[src/core/osf_short_flags_defines.vh]
// register map, field positions and reset values of the output short-fault flags
// How it works
// [RULE_01] a flag bit reads 1 while a short is detected on its output, else 0
// [RULE_02] index ACh resets 00h: D2..D0 on bits 6..4, C2..C0 on 2..0, 7 and 3 zero
// [RULE_03] index ADh resets 00h: F2..F0 on bits 6..4, E2..E0 on 2..0, 7 and 3 zero
// [RULE_04] first register: A2..A0 on bits 2..0, B0 on bit 4, bit 3 zero, reset zero
// [RULE_05] writes do nothing; reads return detections sampled on the device clock
`ifndef OSF_SHORT_FLAGS_DEFINES_VH
`define OSF_SHORT_FLAGS_DEFINES_VH

// register indices; byte address on the bus is four times the index
`define OSF_IDX_GROUP_A_B 8'hAB
`define OSF_IDX_GROUP_C_D 8'hAC
`define OSF_IDX_GROUP_E_F 8'hAD

// field layout inside each 8-bit flag register
`define OSF_LO_LSB 0
`define OSF_LO_MSB 2
`define OSF_RSVD_LO_BIT 3
`define OSF_HI_LSB 4
`define OSF_HI_MSB 6
`define OSF_RSVD_HI_BIT 7

// reset value of every flag register
`define OSF_FLAGS_RESET 8'h00

// cycles from the request edge to ack
`define OSF_ACK_LATENCY 1

`endif

[src/core/osf_group_reg.v]
// one 8-bit short-fault flag register holding two output groups of three
`include "osf_short_flags_defines.vh"

module osf_group_reg (
   input wire clk,
   input wire sys_rst,
   input wire [2:0] det_lo,
   input wire [2:0] det_hi,
   output reg [7:0] flags_r
);

   reg [7:0] flags_nxt;

   // pack both groups, reserved bits forced to zero
   always @* begin
      flags_nxt = `OSF_FLAGS_RESET;
      flags_nxt[`OSF_LO_MSB:`OSF_LO_LSB] = det_lo; // [RULE_01]
      flags_nxt[`OSF_HI_MSB:`OSF_HI_LSB] = det_hi; // [RULE_01]
      flags_nxt[`OSF_RSVD_LO_BIT] = 1'b0;
      flags_nxt[`OSF_RSVD_HI_BIT] = 1'b0;
   end

   // re-sample the detector levels every clock; no latching of past faults
   always @(posedge clk or posedge sys_rst) begin
      if (sys_rst) begin
         flags_r <= `OSF_FLAGS_RESET;
      end else begin
         flags_r <= flags_nxt; // [RULE_05]
      end
   end

endmodule

[src/core/osf_addr_match.v]
// word-index comparator for one register of the flag bank
module osf_addr_match #(
   parameter ADDR_W = 10,
   parameter [7:0] INDEX = 8'h00
) (
   input wire [ADDR_W-1:0] adr,
   output wire hit
);

   wire [ADDR_W-1:0] byte_addr;

   // byte address is four times the register index
   assign byte_addr = {{(ADDR_W-8){1'b0}}, INDEX} << 2;
   assign hit = (adr == byte_addr);

endmodule

[src/core/osf_short_flags.v]
// output short-fault flag bank with a classic wishbone read-only slave port
//
// Added by the designer: the Wishbone register port.
`include "osf_short_flags_defines.vh"

module osf_short_flags #(
   parameter ADDR_W = 10
) (
   input wire clk,
   input wire sys_rst,
   input wire [2:0] short_fault_a,
   input wire [2:0] short_fault_b,
   input wire [2:0] short_fault_c,
   input wire [2:0] short_fault_d,
   input wire [2:0] short_fault_e,
   input wire [2:0] short_fault_f,
   input wire wb_cyc_i,
   input wire wb_stb_i,
   input wire wb_we_i,
   input wire [ADDR_W-1:0] wb_adr_i,
   input wire [3:0] wb_sel_i,
   input wire [31:0] wb_dat_i,
   output reg [31:0] wb_dat_o,
   output reg wb_ack_o
);

   wire [7:0] short_flags_group_a_b;
   wire [7:0] short_flags_group_c_d;
   wire [7:0] short_flags_group_e_f;
   wire hit_a_b;
   wire hit_c_d;
   wire hit_e_f;
   wire req;
   reg [31:0] rd_nxt;

   // group a/b: a on the low field, b on the high field
   osf_group_reg u_grp_a_b (
      .clk(clk),
      .sys_rst(sys_rst),
      .det_lo(short_fault_a), // [RULE_04]
      .det_hi(short_fault_b), // [RULE_04]
      .flags_r(short_flags_group_a_b)
   );

   // group c/d
   osf_group_reg u_grp_c_d (
      .clk(clk),
      .sys_rst(sys_rst),
      .det_lo(short_fault_c), // [RULE_02]
      .det_hi(short_fault_d), // [RULE_02]
      .flags_r(short_flags_group_c_d)
   );

   // group e/f
   osf_group_reg u_grp_e_f (
      .clk(clk),
      .sys_rst(sys_rst),
      .det_lo(short_fault_e), // [RULE_03]
      .det_hi(short_fault_f), // [RULE_03]
      .flags_r(short_flags_group_e_f)
   );

   // address decode for the three flag registers
   osf_addr_match #(.ADDR_W(ADDR_W), .INDEX(`OSF_IDX_GROUP_A_B)) u_hit_a_b (
      .adr(wb_adr_i),
      .hit(hit_a_b)
   );

   osf_addr_match #(.ADDR_W(ADDR_W), .INDEX(`OSF_IDX_GROUP_C_D)) u_hit_c_d (
      .adr(wb_adr_i),
      .hit(hit_c_d)
   );

   osf_addr_match #(.ADDR_W(ADDR_W), .INDEX(`OSF_IDX_GROUP_E_F)) u_hit_e_f (
      .adr(wb_adr_i),
      .hit(hit_e_f)
   );

   // a new request; the ack term keeps one request from being answered twice
   assign req = wb_cyc_i & wb_stb_i & ~wb_ack_o;

   // read mux; unmapped addresses and writes return zero
   always @* begin
      rd_nxt = 32'h00000000;
      if (!wb_we_i) begin
         if (hit_a_b) begin
            rd_nxt[7:0] = short_flags_group_a_b; // [RULE_04]
         end else if (hit_c_d) begin
            rd_nxt[7:0] = short_flags_group_c_d; // [RULE_02]
         end else if (hit_e_f) begin
            rd_nxt[7:0] = short_flags_group_e_f; // [RULE_03]
         end
      end
   end

   // every access is acked one cycle later; write data and sel are dropped
   always @(posedge clk or posedge sys_rst) begin
      if (sys_rst) begin
         wb_ack_o <= 1'b0;
         wb_dat_o <= 32'h00000000;
      end else begin
         wb_ack_o <= req;
         if (req) begin
            wb_dat_o <= rd_nxt; // [RULE_05]
         end else begin
            wb_dat_o <= 32'h00000000;
         end
      end
   end

endmodule

[config.mk]
export PLATFORM = sky130hd
export DESIGN_NAME = osf_short_flags
export DESIGN_NICKNAME = d
export VERILOG_FILES = /design/src/core/osf_group_reg.v /design/src/core/osf_addr_match.v /design/src/core/osf_short_flags.v
export VERILOG_INCLUDE_DIRS = /design/src /design/src/core
export SDC_FILE = /design/constraint.sdc
export NUM_CORES = 1
export LEC_CHECK = 0
export ABC_AREA = 0
export BUFFER_PORTS_ARGS = -buffer_cell sky130_fd_sc_hd__buf_2
export CAP_MARGIN = 15
export CORE_AREA = 2 2 59 61
export DETAILED_ROUTE_END_ITERATION = 10
export DIE_AREA = 0 0 61 63
export GPL_TIMING_DRIVEN = 0
export PLACE_DENSITY = 0.93
export RECOVER_POWER = 25
export SYNTH_ARGS = -nofsm -noshare
export SYNTH_HDL_FRONTEND = slang
export SYNTH_HIERARCHICAL = 1
export SYNTH_SLANG_ARGS = --single-unit
[constraint.sdc]
create_clock -name clk -period 2 [get_ports clk]
set_clock_uncertainty 0.1 [all_clocks]
set_input_delay 0.1 -clock clk [delete_from_list [all_inputs] [get_ports clk]]
set_output_delay 0.1 -clock clk [all_outputs]
set_load 0.03 [all_outputs]
Word-level counts from Yosys, hierarchy flattened
Cells that the tools add are included.
- register bits: 51
- latch bits: 0
- bits in writable memories: 0
- ROM bits: 0
- input port bits: 69
- output and inout bits: 33
- logic and storage cells: 16
- memories: 0
- $add $sub $neg: 0
- $mul: 0
- div/mod/pow operators: 0
- order comparisons: 0
- eq/ne operators: 3
- shift-type cells: 0
- multiplexer cells: 5
- bitwise logic cells: 3
- reductions and logical operators: 0
- operators with widths (operator ; number):
    10-bit equality test, second input constant ; 3
    7-bit 2-to-1 mux ; 4
    8-bit 2-to-1 mux ; 1
    1-bit AND ; 2
    1-bit NOT ; 1

Depth between registers and ports, before layout
- depth in word-level cells: 6
- mapped depth: 5
- gate-level depth less buffers: 4

Hierarchy
Netlist, hierarchy kept.
- by module, submodules not included (module ; instances ; cells an instance ; area each (µm²)):
    osf_short_flags ; 1 ; 74 ; 694.4
    osf_group_reg ; 3 ; 10 ; 172.7
    osf_addr_match (u_hit_c_d ...) ; 2 ; 3 ; 35.0
    osf_addr_match (u_hit_a_b) ; 1 ; 3 ; 33.8

Worst setup path after synthesis
No wires, ideal clock.
- kind: input-to-reg
- from: input wb_adr_i[8]
- to: register wb_dat_o[0]
- library setup time: 0.094 ns
- arrival time: 1.106 ns
- data required time: 1.806 ns
- setup slack: 0.700 ns
- stages on the path: 5
- path buffers: 1
- cells stage by stage: nand4bb_1 > nor4_2 > buf_6 > a21oi_1 > a211oi_1
- RTL lines (item ; RTL line ; text):
    start: declaration ; osf_short_flags.v:20 ; input wire [ADDR_W-1:0] wb_adr_i,
    10-bit equality test ; osf_addr_match.v:14 ; assign hit = (adr == byte_addr);
    named net hit_c_d ; osf_short_flags.v:31 ; wire hit_c_d;
    7-bit 2-to-1 mux ; osf_short_flags.v:88 ; end else if (hit_c_d) begin
    7-bit 2-to-1 mux ; osf_short_flags.v:86 ; if (hit_a_b) begin
    7-bit 2-to-1 mux ; osf_short_flags.v:85 ; if (!wb_we_i) begin
    8-bit 2-to-1 mux ; osf_short_flags.v:103 ; if (req) begin
    end signal: assignment ; osf_short_flags.v:104 ; wb_dat_o <= rd_nxt;
    end: declaration ; osf_short_flags.v:23 ; output reg [31:0] wb_dat_o,
The timed path passes the listed nets, and every way through them passes these cells.

Worst setup path after layout
- from: input wb_adr_i[8]
- to: register wb_dat_o[1]
The elaborated chain is that of the path after synthesis.

==> impl_metrics.yaml <==
status:
  status: "finished, final reports clean"
finish:
  n_antenna_cell: 0
  nets: 275
  areaGrowthSynthToFinish_pct: 45.34
  final_core_util_pct: 59.19
  final_layout_size_suffix_gt1_share_pct: 40.98
hold_path:
  min_path_type: "in -> async"
synthesis:
  ys_ff_latch: 27
  synth_warnings: 6
  synth_common_cells: "buf_4, dfrtp_1, a21oi_1, nand3b_1, nor2b_1"
  synthFlopType: "dfrtp_1"
  synth.distinct_cells: 21
  seq_area_frac_synth_pct: 51.33
  syn_area_per_cell_sq_um: 11.65
  synthArstFlopShare_pct: 100.0
  netlist.area_leader.share_pct: 51.33
  synth_area_leader_cell: "dfrtp_1"
  synthTopCellsByArea: "dfrtp_1, buf_4, nand3b_1"
  synth_edf_count: 0
  synth_most_common_cell: "buf_4"
  syn_area_sq_um: 1316
  syn_inst: 113
timing:
  fin_setup_tns_ns: 0
  fmax_mhz: 738.0
  slew_headroom_pct: 63.49
  rsz0062_at_grt: "false"
  finalCritPeriodShare_pct: 67.75
  finalCriticalPeriod_ns: 1.355
  slew_viol_final: 0
  tightest_slew_ns: 0.5432
  finalHoldViolCount: 0
  finalSetupViolCount: 0
grt:
  grt_usage_pct: 15.00
  grt_max_degree: 16
  grt_pass1_wl_um: 4264
  grt_remaining_overflow: 0
  grt_antenna_before_repair: 0
  grt_pass1_vias: 1001
clock_network:
  cts_tree: "yes"
  htree_levels: 1
  cts_resized: 0
  clockRootBuffer: "clkbuf_4"
  clk_pin_slew_worst_paths_ns: 0.13
  numCtsBuffers: 3
  cts_max_path_buffers: 2
  cts_sinks: 27
  postCtsSetupBuffers: 0
  cts_hold_buf: 21
  clock_latency_ns: 0.33
placed_design:
  gp_congestion: 0.7612
  port_buffers: 41
  post-dp-hpwl_um: 1983
worst_setup_path:
  critical_path_class: "in -> reg"
  critPathCaptureType: "register"
  reg2regPathDepth: 3
  start_kind: "input pin"
  worstPathRequired_ns: 2.12
  crit_path_cell_trace: "buf_2, nand4bb_1, nor4_2, buf_6, a21oi_1, a211oi_1"
  cp_max_fo: 10
  max_stage_delay_ns: 0.50
  arrival_ns: 1.48
  slowest_stage: "nor4_2"
route:
  routedWlPerCell_um: 10.85
  dr.pass1.iters: 4
  dr_total_vias: 1032
  final_antenna_net_count: 0
  first_iter_violations: 10
  routed_wl_um: 2723
  via_per_inst: 4.112
  drc: 0
flow_run:
  cap_violations: 0
pwr:
  ir_drop_uv: 428.7
  powerDensity_nw_per_um2: 523.2
  leakage_nw: 0.9884
floorplan:
  die-area_sq_um: 3843
  io_pins: 102
  die_x_um: 61
  core_region_area_sq_um: 3232
  rows: 21
  die_h_um: 63
  start_util_pct: 40.73
[routing by layer]
metal	vias up	GRT usage [%]	share of wire, %
li1	503	-	-
met1	477	15.89	38
met2	47	27.82	55
met3	5	4.762	6.7
met4	0	3.261	0.92
met5	-	0	0
[area by class of cell]
cell class,instances,area [sq um]
Tap cell,46,57.56
Inverter,5,18.77
Clock buffer,3,22.52
Buffer,34,257.7
Timing Repair Buffer,62,414.1
Fill cell,286,1319
Clock inverter,1,5.005
Sequential cell,27,675.6
Multi-Input combinational cell,73,461.7
[placed cells by master, fill, tap and decap left out]
| master | n |
|---|---|
| and4_1 | 1 |
| inv_1 | 5 |
| buf_2 | 42 |
| nor4_2 | 1 |
| conb_1 | 30 |
| nand4bb_1 | 3 |
| nor4b_2 | 1 |
| buf_6 | 2 |
| clkbuf_4 | 3 |
| nand2_1 | 1 |
| a221oi_2 | 1 |
| and4bb_1 | 2 |
| nor2_1 | 1 |
| nor4bb_1 | 1 |
| nor2b_1 | 7 |
| a211oi_1 | 4 |
| dfrtp_1 | 27 |
| a211oi_2 | 3 |
| nand3b_1 | 8 |
| dlygate4sd3_1 | 21 |
| clkbuf_1 | 1 |
| clkinv_2 | 1 |
| a21oi_1 | 8 |
| buf_4 | 30 |
| and4b_1 | 1 |
[logic make-up (layout without fill, tap and decap cells)]
family	Yosys count	count (layout)	share of synthesized area, %
AO/OA/AOI/OAI	16	16	9.316
buffers and inverters	39	105	21.01
flip-flops	27	27	51.33
other	4	30	1.140
AND/OR/NAND/NOR	27	27	17.20
[worst max-delay path: cells and delay by family]
| kind | cells | cell delay (ns) |
|---|---|---|
| compound gates | 2 | 0.36 |
| simple gates | 2 | 0.70 |
| buf+inv | 2 | 0.32 |
[per-stage QoR]
step | total power, mW | std cells | setup slack [ns] | hold slack [ns] | cell area [sq um]
after floorplan | 0.7068 | 139 | 0.6997 | -0.2090 | 1414
after global placement | 0.7473 | 226 | 0.3213 | -0.05826 | 1677
after detailed placement | 0.7511 | 226 | 0.2765 | -0.05225 | 1677
after CTS | 1.001 | 251 | 0.6289 | 0.1302 | 1914
after global routing | 1.059 | 251 | 0.4647 | 0.1684 | 1913
final | 1.001 | 251 | 0.6449 | 0.1611 | 1913
[worst paths after layout]
path,start,to,slack [ns]
min reg2reg,wb_ack_o,wb_ack_o,0.35
min in group clk,wb_adr_i[3],wb_dat_o[6],0.16
min,sys_rst,u_grp_a_b/flags_r[6],0.16
max,wb_adr_i[8],wb_dat_o[1],0.64
max in group asynchronous,sys_rst,wb_ack_o,1.34
max reg2reg,wb_ack_o,wb_dat_o[1],0.76
[power by group]
group / switching, mW / internal (mW) / leakage, nW
Clock: 0.151 / 0.0751 / 0.0177
Combinational: 0.107 / 0.0961 / 0.636
Sequential: 0.00675 / 0.565 / 0.335
Total: 0.265 / 0.736 / 0.988
[sequential cells by signal, indices dropped and copies added (netlist names)]
signal             flops
wb_ack_o               1
u_grp_a_b/flags_r      6
u_grp_c_d/flags_r      6
wb_dat_o               8
u_grp_e_f/flags_r      6
Power figures use the tool's default switching activity.
